===== src/shared/pali_pkg.sv =====
package pali_pkg;
    // Register byte offsets.
    localparam logic [7:0] OFS_CTRL = 8'h00;
    localparam logic [7:0] OFS_TYPE = 8'h04;
    localparam logic [7:0] OFS_LATCH = 8'h08;
    localparam logic [7:0] OFS_POL = 8'h0C;
    localparam logic [7:0] OFS_ACK_SRC = 8'h10;
    localparam logic [7:0] OFS_ACK = 8'h14;
    localparam logic [7:0] OFS_STATUS = 8'h18;
    localparam logic [7:0] OFS_THR_BASE = 8'h20;
    // Field positions.
    localparam int CTRL_CT_EN = 0;
    localparam int CTRL_LEVEL2 = 1;
    localparam int ACK_CONFIRM = 0;
    localparam int STAT_ACKED = 8;
    localparam int STAT_COND = 16;
    localparam int STAT_NUM = 24;
    localparam int SRC_DIN1 = 0;
    localparam int SRC_DIN2 = 1;
    localparam int SRC_PAGE = 2;
    localparam int SRC_FKEY1 = 3;
    localparam int SRC_FKEY2 = 4;
    // Counts of alarms and acknowledge sources.
    localparam int N_ALARM = 6;
    localparam int N_PROC = 3;
    localparam int N_SRC = 5;
    localparam int N_LATCH = 4;
    // Encodings.
    localparam logic [2:0] TYPE_ABS_LOW = 3'h0;
    localparam logic [2:0] TYPE_ABS_HIGH = 3'h1;
    localparam logic [2:0] TYPE_DEV_LOW = 3'h2;
    localparam logic [2:0] TYPE_DEV_HIGH = 3'h3;
    localparam logic [2:0] TYPE_DEV_BAND = 3'h4;
    localparam logic [2:0] TYPE_OFF = 3'h7;
    localparam logic [1:0] LATCH_NONE = 2'h0;
    localparam logic [1:0] LATCH_AUTO = 2'h1;
    localparam logic [1:0] LATCH_MANUAL = 2'h2;
    localparam logic CONFIRM_YES = 1'b1;
    // Reset values.
    localparam logic [8:0] RST_TYPE = 9'h1FF;
    localparam logic [7:0] RST_LATCH = 8'h00;
    localparam logic [5:0] RST_POL = 6'h00;
    // Flash timing: half period in ms, clock in MHz, derived cycles.
    localparam int unsigned FLASH_HALF_MS = 250;
    localparam int unsigned CLK_MHZ = 200;
    localparam int unsigned FLASH_HALF_CYC = FLASH_HALF_MS * CLK_MHZ * 1000;
endpackage


===== src/hw/pali_alarm_latch.sv =====
// Design decisions made here: the APB slave port and the register addresses.
`timescale 1ns/1ps
module pali_alarm_latch #(
    parameter int unsigned FLASH_HALF_CYC = pali_pkg::FLASH_HALF_CYC,
    parameter int DW = 16
) (
    input wire logic CLOCK_I,
    input wire logic RST_N_I,
    input wire logic PSEL_I,
    input wire logic PENABLE_I,
    input wire logic PWRITE_I,
    input wire logic [7:0] PADDR_I,
    input wire logic [31:0] PWDATA_I,
    output logic [31:0] PRDATA_O,
    output logic PREADY_O,
    output logic PSLVERR_O,
    input wire logic signed [DW-1:0] PROC_VALUE_I,
    input wire logic signed [DW-1:0] SETPOINT_I,
    input wire logic [DW-1:0] LOAD_CURRENT_I,
    input wire logic [DW-1:0] LEAKAGE_CURRENT_I,
    input wire logic DIG_IN1_I,
    input wire logic DIG_IN2_I,
    input wire logic PAGE_KEY_I,
    input wire logic FUNCTION_KEY_ONE_I,
    input wire logic FUNCTION_KEY_TWO_I,
    output logic [5:0] ALARM_OUT_O,
    output logic ALARM_BEACON_O,
    output logic [2:0] ALARM_NUM_O,
    output logic ALARM_NUM_SHOW_O
);
    typedef struct packed {
        logic [4:0] s1;
        logic [4:0] s2;
        logic [4:0] s3;
        logic ct_en;
        logic level2;
        logic [2:0][2:0] atype;
        logic [3:0][1:0] lmode;
        logic [5:0] pol;
        logic [4:0] src_en;
        logic [5:0][DW-1:0] thr;
        logic [5:0] active;
        logic [5:0] acked;
        logic [5:0] out;
        logic [31:0] div;
        logic phase;
        logic [2:0] idx;
        logic beacon;
        logic [2:0] num;
        logic num_show;
        logic [31:0] rdata;
    } pali_state_s;

    pali_state_s s_q;
    pali_state_s s_d;

    logic [5:0] cond;
    logic [5:0] ack_i;
    logic ack_hw;
    logic param_ack;
    logic ack_visible;
    logic wr_en;
    logic mapped;
    logic [31:0] rd_val;
    logic signed [DW:0] pv_x;
    logic signed [DW:0] sp_x;
    logic signed [DW:0] diff;
    logic signed [DW:0] thr_x;
    logic [1:0] m;
    logic [1:0] m_ack;
    logic ak;
    logic found;
    logic [2:0] j;
    logic period_end;

    ////////////////////////////////////////////////////////////////////////
    // Alarm conditions from process value and load currents.
    always_comb begin
        cond = '0;
        pv_x = {PROC_VALUE_I[DW-1], PROC_VALUE_I};
        sp_x = {SETPOINT_I[DW-1], SETPOINT_I};
        diff = pv_x - sp_x;
        thr_x = '0;
        for (int i = 0; i < pali_pkg::N_PROC; i++) begin
            thr_x = {s_q.thr[i][DW-1], s_q.thr[i]};
            unique case (s_q.atype[i])
                pali_pkg::TYPE_ABS_LOW: cond[i] = pv_x < thr_x;
                pali_pkg::TYPE_ABS_HIGH: cond[i] = pv_x > thr_x;
                pali_pkg::TYPE_DEV_LOW: cond[i] = -diff > thr_x;
                pali_pkg::TYPE_DEV_HIGH: cond[i] = diff > thr_x;
                pali_pkg::TYPE_DEV_BAND: cond[i] = (diff > thr_x) ||
                    (-diff > thr_x);
                default: cond[i] = 1'b0;
            endcase
        end
        // A load that draws too little current means a failed heater.
        cond[3] = s_q.ct_en && (LOAD_CURRENT_I < s_q.thr[3]);
        cond[4] = s_q.ct_en && (LEAKAGE_CURRENT_I > s_q.thr[4]);
        cond[5] = s_q.ct_en && (LOAD_CURRENT_I > s_q.thr[5]);
    end

    ////////////////////////////////////////////////////////////////////////
    // Register decode; read data is captured in the setup cycle so that
    // the slave answers with no wait state and data comes from a flop.
    always_comb begin
        rd_val = 32'h0000_0000;
        mapped = 1'b1;
        unique case (PADDR_I)
            pali_pkg::OFS_CTRL: begin
                rd_val[pali_pkg::CTRL_CT_EN] = s_q.ct_en;
                rd_val[pali_pkg::CTRL_LEVEL2] = s_q.level2;
            end
            pali_pkg::OFS_TYPE: rd_val[8:0] = s_q.atype;
            pali_pkg::OFS_LATCH: rd_val[7:0] = s_q.lmode;
            pali_pkg::OFS_POL: rd_val[5:0] = s_q.pol;
            pali_pkg::OFS_ACK_SRC: rd_val[4:0] = s_q.src_en;
            pali_pkg::OFS_ACK: rd_val[pali_pkg::ACK_CONFIRM] = ack_visible;
            pali_pkg::OFS_STATUS: begin
                rd_val[5:0] = s_q.active;
                rd_val[pali_pkg::STAT_ACKED +: 6] = s_q.acked;
                rd_val[pali_pkg::STAT_COND +: 6] = cond;
                rd_val[pali_pkg::STAT_NUM +: 3] = s_q.num;
            end
            default: begin
                mapped = 1'b0;
                for (int k = 0; k < pali_pkg::N_ALARM; k++) begin
                    if (PADDR_I == pali_pkg::OFS_THR_BASE + 8'(4 * k)) begin
                        rd_val[DW-1:0] = s_q.thr[k];
                        mapped = 1'b1;
                    end
                end
            end
        endcase
    end

    assign wr_en = PSEL_I && PENABLE_I && PWRITE_I && mapped;
    assign PREADY_O = PSEL_I && PENABLE_I;
    assign PSLVERR_O = PSEL_I && PENABLE_I && !mapped;
    assign PRDATA_O = s_q.rdata;

    ////////////////////////////////////////////////////////////////////////
    // Acknowledge sources merged into one pulse per cycle.
    always_comb begin
        m_ack = pali_pkg::LATCH_NONE;
        // Hidden at level 2 once any key is assigned to acknowledge.
        ack_visible = !(s_q.level2 && (|s_q.src_en[4:2]));
        param_ack = wr_en && (PADDR_I == pali_pkg::OFS_ACK) && ack_visible &&
            (PWDATA_I[pali_pkg::ACK_CONFIRM] == pali_pkg::CONFIRM_YES);
        // Rising edges of synchronised pins, only where enabled.
        ack_hw = |(s_q.s2 & ~s_q.s3 & s_q.src_en);
        for (int i = 0; i < pali_pkg::N_ALARM; i++) begin
            m_ack = s_q.lmode[(i < pali_pkg::N_PROC) ? i : pali_pkg::N_PROC];
            // At level 1 the parameter reaches latching alarms only.
            ack_i[i] = ack_hw || (param_ack && (s_q.level2 ||
                m_ack != pali_pkg::LATCH_NONE));
        end
    end

    ////////////////////////////////////////////////////////////////////////
    // Next state: registers, latches, outputs and display sequencing.
    always_comb begin
        s_d = s_q;
        ak = 1'b0;
        found = 1'b0;
        j = 3'h0;
        period_end = 1'b0;
        m = pali_pkg::LATCH_NONE;
        s_d.s1 = {FUNCTION_KEY_TWO_I, FUNCTION_KEY_ONE_I, PAGE_KEY_I,
            DIG_IN2_I, DIG_IN1_I};
        s_d.s2 = s_q.s1;
        s_d.s3 = s_q.s2;
        if (PSEL_I && !PENABLE_I) begin
            s_d.rdata = rd_val;
        end
        if (wr_en) begin
            unique case (PADDR_I)
                pali_pkg::OFS_CTRL: begin
                    s_d.ct_en = PWDATA_I[pali_pkg::CTRL_CT_EN];
                    s_d.level2 = PWDATA_I[pali_pkg::CTRL_LEVEL2];
                end
                pali_pkg::OFS_TYPE: s_d.atype = PWDATA_I[8:0];
                pali_pkg::OFS_LATCH: s_d.lmode = PWDATA_I[7:0];
                pali_pkg::OFS_POL: s_d.pol = PWDATA_I[5:0];
                pali_pkg::OFS_ACK_SRC: s_d.src_en = PWDATA_I[4:0];
                default: begin
                    for (int k = 0; k < pali_pkg::N_ALARM; k++) begin
                        if (PADDR_I ==
                            pali_pkg::OFS_THR_BASE + 8'(4 * k)) begin
                            s_d.thr[k] = PWDATA_I[DW-1:0];
                        end
                    end
                end
            endcase
        end
        // Each latch sees only its own condition; alarms 3 to 5 share one mode.
        for (int i = 0; i < pali_pkg::N_ALARM; i++) begin
            m = s_q.lmode[(i < pali_pkg::N_PROC) ? i : pali_pkg::N_PROC];
            ak = s_q.acked[i] || ack_i[i];
            unique case (m)
                pali_pkg::LATCH_AUTO: begin
                    if (!s_q.active[i]) begin
                        s_d.active[i] = cond[i];
                        s_d.acked[i] = 1'b0;
                    end else if (ak && !cond[i]) begin
                        s_d.active[i] = 1'b0;
                        s_d.acked[i] = 1'b0;
                    end else begin
                        s_d.acked[i] = ak;
                    end
                end
                pali_pkg::LATCH_MANUAL: begin
                    if (!s_q.active[i]) begin
                        s_d.active[i] = cond[i];
                        s_d.acked[i] = 1'b0;
                    end else if (!cond[i] && ack_i[i]) begin
                        s_d.active[i] = 1'b0;
                        s_d.acked[i] = 1'b0;
                    end else begin
                        // Early acknowledge only steadies the beacon.
                        s_d.acked[i] = s_q.acked[i] ||
                            (ack_i[i] && cond[i]);
                    end
                end
                default: begin
                    s_d.active[i] = cond[i];
                    s_d.acked[i] = cond[i] && ak;
                end
            endcase
            // Polarity 0 drops the output in alarm, so power loss alarms too.
            s_d.out[i] = s_q.pol[i] ? s_d.active[i] : !s_d.active[i];
        end
        // Free-running flash divider.
        if (s_q.div >= FLASH_HALF_CYC - 1) begin
            s_d.div = 32'h0000_0000;
            s_d.phase = !s_q.phase;
            period_end = s_q.phase;
        end else begin
            s_d.div = s_q.div + 32'h0000_0001;
        end
        // Step to the next active alarm after the one shown.
        if (period_end || !s_d.active[s_q.idx]) begin
            for (int k = 1; k <= pali_pkg::N_ALARM; k++) begin
                j = 3'((32'(s_q.idx) + 32'(k)) % pali_pkg::N_ALARM);
                if (!found && s_d.active[j]) begin
                    s_d.idx = j;
                    found = 1'b1;
                end
            end
        end
        s_d.num = s_d.active[s_d.idx] ? s_d.idx + 3'h1 : 3'h0;
        s_d.num_show = s_d.active[s_d.idx] && s_d.phase;
        // Beacon flashes while anything is unacknowledged, else steady.
        if (|(s_d.active & ~s_d.acked)) begin
            s_d.beacon = s_d.phase;
        end else begin
            s_d.beacon = |s_d.active;
        end
    end

    ////////////////////////////////////////////////////////////////////////
    // State register; defaults give non-latching, de-energised in alarm.
    always_ff @(posedge CLOCK_I) begin
        if (!RST_N_I) begin
            s_q <= '0;
            s_q.atype <= pali_pkg::RST_TYPE;
            s_q.lmode <= pali_pkg::RST_LATCH;
            s_q.pol <= pali_pkg::RST_POL;
            s_q.out <= 6'h3F;
        end else begin
            s_q <= s_d;
        end
    end

    assign ALARM_OUT_O = s_q.out;
    assign ALARM_BEACON_O = s_q.beacon;
    assign ALARM_NUM_O = s_q.num;
    assign ALARM_NUM_SHOW_O = s_q.num_show;
endmodule


===== config.mk =====
export PLATFORM = sky130hd
export DESIGN_NAME = pali_alarm_latch
export DESIGN_NICKNAME = d
export VERILOG_FILES = /design/src/shared/pali_pkg.sv /design/src/hw/pali_alarm_latch.sv
export SDC_FILE = /design/constraint.sdc
export NUM_CORES = 1
export LEC_CHECK = 0
export ABC_AREA = 1
export BUFFER_PORTS_ARGS = -buffer_cell sky130_fd_sc_hd__buf_2
export CORE_UTILIZATION = 30
export DETAILED_ROUTE_END_ITERATION = 8
export PLACE_DENSITY_LB_ADDON = 0.15
export SETUP_SLACK_MARGIN = 0.4
export SLEW_MARGIN = 20
export SYNTH_ARGS = -nofsm -noshare
export SYNTH_HDL_FRONTEND = slang
export SYNTH_SLANG_ARGS = --single-unit

===== constraint.sdc =====
create_clock -name CLOCK_I -period 12 [get_ports CLOCK_I]
set_input_delay 3 -clock CLOCK_I [delete_from_list [all_inputs] [get_ports CLOCK_I]]
set_output_delay 3 -clock CLOCK_I [all_outputs]
set_load 0.03 [all_outputs]

# Word-level counts from Yosys, hierarchy flattened
# Index checks and enable logic that the tools add are counted.
[totals] reg_bits=225 latch_bits=0 ram_bits=0 romBits=0 inputBits=114 out_inout_bits=45 wordCells=361 mem_count=0
[classes] n_addsub=10 mul=0 div=6 order_cmp=24 eq_ne=32 shifts=0 n_mux=128 bitwise=7 n_reduce_logical=124
[op_table] operator="$mod 32x3->32 const B" n=6
[op_table] operator="$gt 17x16->1" n=6
[op_table] operator="$mux 16" n=6
[op_table] operator="$mux 1" n=82
[op_table] operator="$gt 16x16->1" n=5
[op_table] operator="$lt 16x16->1" n=4
[op_table] operator="$eq 8x6->1 const B" n=6
[op_table] operator="$logic_and 1x1->1" n=46
[op_table] operator="$add 32x1->32 const B" n=1
[op_table] operator="$ge 32x26->1 const B" n=1
[op_table] operator="$lt 3x4->1 const B" n=8
[op_table] operator="$bmux 1 s3" n=8
[op_table] operator="$eq 8x5->1 const B" n=3
[op_table] operator="$logic_or 1x1->1" n=24
[op_table] operator="$mux 3" n=8
[op_table] operator="$pmux 1 s2" n=12
[op_table] operator="$logic_not 1->1" n=22
[op_table] operator="$pmux 1 s5" n=4
[op_table] operator="$reduce_or 5->1" n=4
[op_table] operator="$eq 3x2->1 const B" n=6
[op_table] operator="$pmux 3 s6" n=1
[op_table] operator="$reduce_and 3->1" n=6
[op_table] operator="$reduce_or 6->1" n=3
[op_table] operator="$neg 17->17" n=1
[op_table] operator="29 further kinds" n=58

# Depth between registers and ports, before layout
[depth] depth_word=47 ltp_mapped=49 ltp_nobuf=49

# Least setup slack after synthesis
# Ideal clock, no wire load.
[synth_timing] kind="input-to-reg" from="in PROC_VALUE_I[0]" to="reg s_q, in the netlist ALARM_NUM_O[2]" arrival_time_ns=8.507 required_ns=11.930 path_slack_ns=3.423 cell_stages=40 path_buffers=0 cell_sequence="inv_1 ha_1 fa_1 o21ai_0 nand2_1 nand2_1 a21oi_1 o21ai_0 a21oi_1 o21bai_1 xor2_1 or3_1 or3_1 nor3_1 xor2_1 ha_1 nand2_1 nor2_1 (+4 left out) nand2_1 o21bai_1 nand3_1 nand3_1 nand3_1 nand2_4 nand2_4 nor2_8 nand3_4 nand2_2 nand3_2 nand2_4 inv_1 ha_1 nand3b_1 nand2_1 inv_1 a21oi_1"
[synth_rtl] item="start, declared" line="pali_alarm_latch.sv:17" text="input wire logic signed [DW-1:0] PROC_VALUE_I,"
[synth_rtl] item="end, declared" line="pali_alarm_latch.sv:54" text="pali_state_s s_q;"

==> flow_summary.ini <==
[logic_synthesis]
syn_area_sq_um = 17100
ys_seq_area_share_pct = 26.4
avgSynthCellArea_sq_um = 6.93
ys_ff_latch = 225
synth-edff-count = 0
synth-async-reset-ratio_pct = 0
syn_inst = 2464
ys.flop_type = dfxtp_1
yosys_warnings = 0
yosys.cell_types.count = 66

[setup_path]
endpoint_kind = register
cp_slowest_cell = or3_1
cp_num_buf_inv = 4
cp_top_family = simple AND/OR/NAND/NOR gates
worstReg2RegStart = s_q[37]
crit_path_start = PROC_VALUE_I[0]
cp_slowest_stage_delay_ps = 470
cp.arrival_ps = 10160
cpMostUsedCell = nand2_1
worst_ep_required_time_ps = 12480
crit_type = primary input to register
critPathMaxFanout = 6
worst_setup_path_start_kind = primary input

[run]
maxCapViolations = 0

[power_and_ir_drop]
power_switching_w = 0.00104
internal_power_w = 0.00162
ir_drop_v = 0.0000829
p_clk_share_pct = 31.5
p_sw_share_pct = 39.0
power_density_nw_per_um2 = 139
seq_power_share_pct = 29.2
comb_power_share_pct = 39.3
cellLeakagePower_nw = 8.77

[floorplan]
row_count = 87
ios = 159
coreArea_sq_um = 56300
fp.dieW_um = 241
initial_core_util_pct = 30.4
dieArea_sq_um = 57900
die_height_um = 241

[timing]
timing.final.ws_setup_ps = 2320
worst_pin_slew_ps = 1050
finalCritPeriodShare_pct = 80.7
skew_ps = 9.54
hold_violations = 0
slew_headroom_pct = 29.7
slew_viol_final = 0
setup_violations = 0
tns_ps = 0
period_needed_ps = 9680
rsz0062_at_grt = false
max_freq_mhz = 103

[routing]
drt.antenna.violating_nets = 0
drc_errors = 0
vias = 16298
drtIter0Drc = 903
detail_route.wl_per_cell_um = 17.7
drt_pre_antenna_iters = 5
vias_per_cell = 4.91
drt_wl_total_um = 58700

[cts]
clock_path_buffers = 3
cts_root_buffer = clkbuf_16
cts.clk_slew.worst_paths_ps = 60
cts_tree = done
cts.sinks = 225
cts.repair_timing.setup_buffer_count = 0
hold_buffers = 0
clock_latency_ps = 540
h-tree-depth = 1
ctsResizeCount = 0
numCtsBuffers = 26

[placement]
numPortBuffers = 135
place.gp.congestion = 0.889
dpl_cell_area_sq_um = 18200
dp_hpwl_um = 46700
preCtsSetupSlack_ps = 1750

[layout]
layout-drive-gt1-share_pct = 10.7
area_growth_pct = 12.1
nets = 2898
diodes = 0
utilization_pct = 34.0
stdcell_area_sq_um = 19200

[global_route]
grt_max_degree = 94
antenna_found_initial = 0
grt_overflow = 0
grt_pass1_wl_um = 88900
grt_usage_pct = 20.3
grt_pass1_vias = 15288

[status]
status = finished, final reports clean

[worst_hold_path]
min_from = s_d[226]
hold_path.class = register to register
-- sequential cells by signal (all words and copies together) (netlist names) --
signal / count
s_d: 10
ALARM_NUM_SHOW_O: 1
ALARM_OUT_O: 6
s_q: 177
ALARM_BEACON_O: 1
m: 2
PRDATA_O: 25
ALARM_NUM_O: 3
-- per-layer routing --
metal | part of all wire, % | routed length (um) | vias to the layer above | global-route usage (%)
met2 | 45 | 26300 | 387 | 32.9
met3 | 4.5 | 2670 | 94 | 1.89
met4 | 3.6 | 2140 | 0 | 7.66
met5 | 0 | 0 | - | 0
met1 | 47 | 27600 | 7534 | 27.7
li1 | - | - | 8283 | -
-- through the flow --
| step | hold slack (ps) | cells | power, W |
|---|---|---|---|
| after floorplan | 390 | 2476 | 0.00159 |
| after global placement | 396 | 3270 | 0.00182 |
| after detailed placement | 398 | 3270 | 0.00183 |
| after CTS | 413 | 3318 | 0.00268 |
| after global routing | 432 | 3318 | 0.00288 |
| final | 411 | 3318 | 0.00266 |
-- power groups by stage --
stage          Sequential, W  Clock, W  Combinational [W]
6_report            0.000777  0.000837            0.00104
5_1_grt             0.000778  0.000893            0.00121
4_1_cts             0.000776  0.000861            0.00105
3_5_place_dp        0.000793         0            0.00104
3_3_place_gp        0.000793         0            0.00102
2_1_floorplan       0.000785         0           0.000806
-- cell type report --
type	count	area [sq um]
fillers	6132	37100
clock inverters	12	119
repair buffers	141	723
clock buffers	36	790
inverters	384	1440
flip-flops and latches	225	4500
well taps	756	946
multi-input cells	1764	10600
-- cell families after synthesis --
logic type	share of synthesized area [%]
simple gates	24.5
other cells	0.0220
fa+ha+maj	17.8
flops	26.4
compound gates	18.1
xor+xnor	1.59
buf+inv	11.7
-- worst paths after layout --
check | to | slack [ps] | depth (start not counted)
min | s_d[221] | 410 | 2
max | ALARM_NUM_O[2] | 2320 | 41
max reg2reg | ALARM_NUM_O[2] | 7220 | 28
min reg2reg | s_d[221] | 410 | 2
-- cell usage after synthesis, drive strengths merged (2+ instances only) --
cell type	number	area share, %
a2111oi	2	0.10
a211oi	3	0.16
a21o	6	0.26
a21oi	271	8.0
a221oi	8	0.41
a22oi	7	0.31
a31oi	9	0.33
buf	53	2.1
clkbuf	50	1.2
clkinv	5	0.11
dfxtp	225	26
ha	241	18
inv	379	8.3
nand2	510	12
nand3	130	4.4
nand3b	3	0.13
nand4	37	1.6
nor2	193	5.0
nor3	23	0.73
nor3b	6	0.26
nor4	6	0.26
o2111ai	8	0.41
o211ai	10	0.44
o21a	3	0.13
o21ai	184	5.4
o21bai	9	0.44
o221ai	8	0.41
o22ai	20	0.73
o31ai	6	0.26
or2	3	0.11
or3	3	0.11
xnor2	3	0.15
xor2	28	1.4
-- cells in the final DEF, fill, tap and decap left out, drive strengths merged, types with 2 or more instances in the layout --
cell type | Yosys | layout
nand2 | 510 | 510
inv | 379 | 380
a21oi | 271 | 271
ha | 241 | 241
dfxtp | 225 | 225
nor2 | 193 | 193
o21ai | 184 | 184
buf | 53 | 141
nand3 | 130 | 130
nand4 | 37 | 37
clkbuf | 50 | 36
xor2 | 28 | 28
nor3 | 23 | 23
o22ai | 20 | 20
conb | 1 | 13
clkinv | 5 | 12
o211ai | 10 | 10
a31oi | 9 | 9
o21bai | 9 | 9
o221ai | 8 | 8
a221oi | 8 | 8
o2111ai | 8 | 8
a22oi | 7 | 7
a21o | 6 | 6
o31ai | 6 | 6
nor3b | 6 | 6
nor4 | 6 | 6
xnor2 | 3 | 3
or3 | 3 | 3
nand3b | 3 | 3
o21a | 3 | 3
a211oi | 3 | 3
or2 | 3 | 3
a2111oi | 2 | 2
clkinvlp | 0 | 2
bufinv | 0 | 2
-- worst register-to-register path, delay by kind of cell, from the launching register on --
family          cells  cell delay, ps
buf+inv             6             790
simple gates       15            1670
fa+ha+maj           3             880
compound gates      4             640
flops               1             730
(Power assumes the default switching activity.)
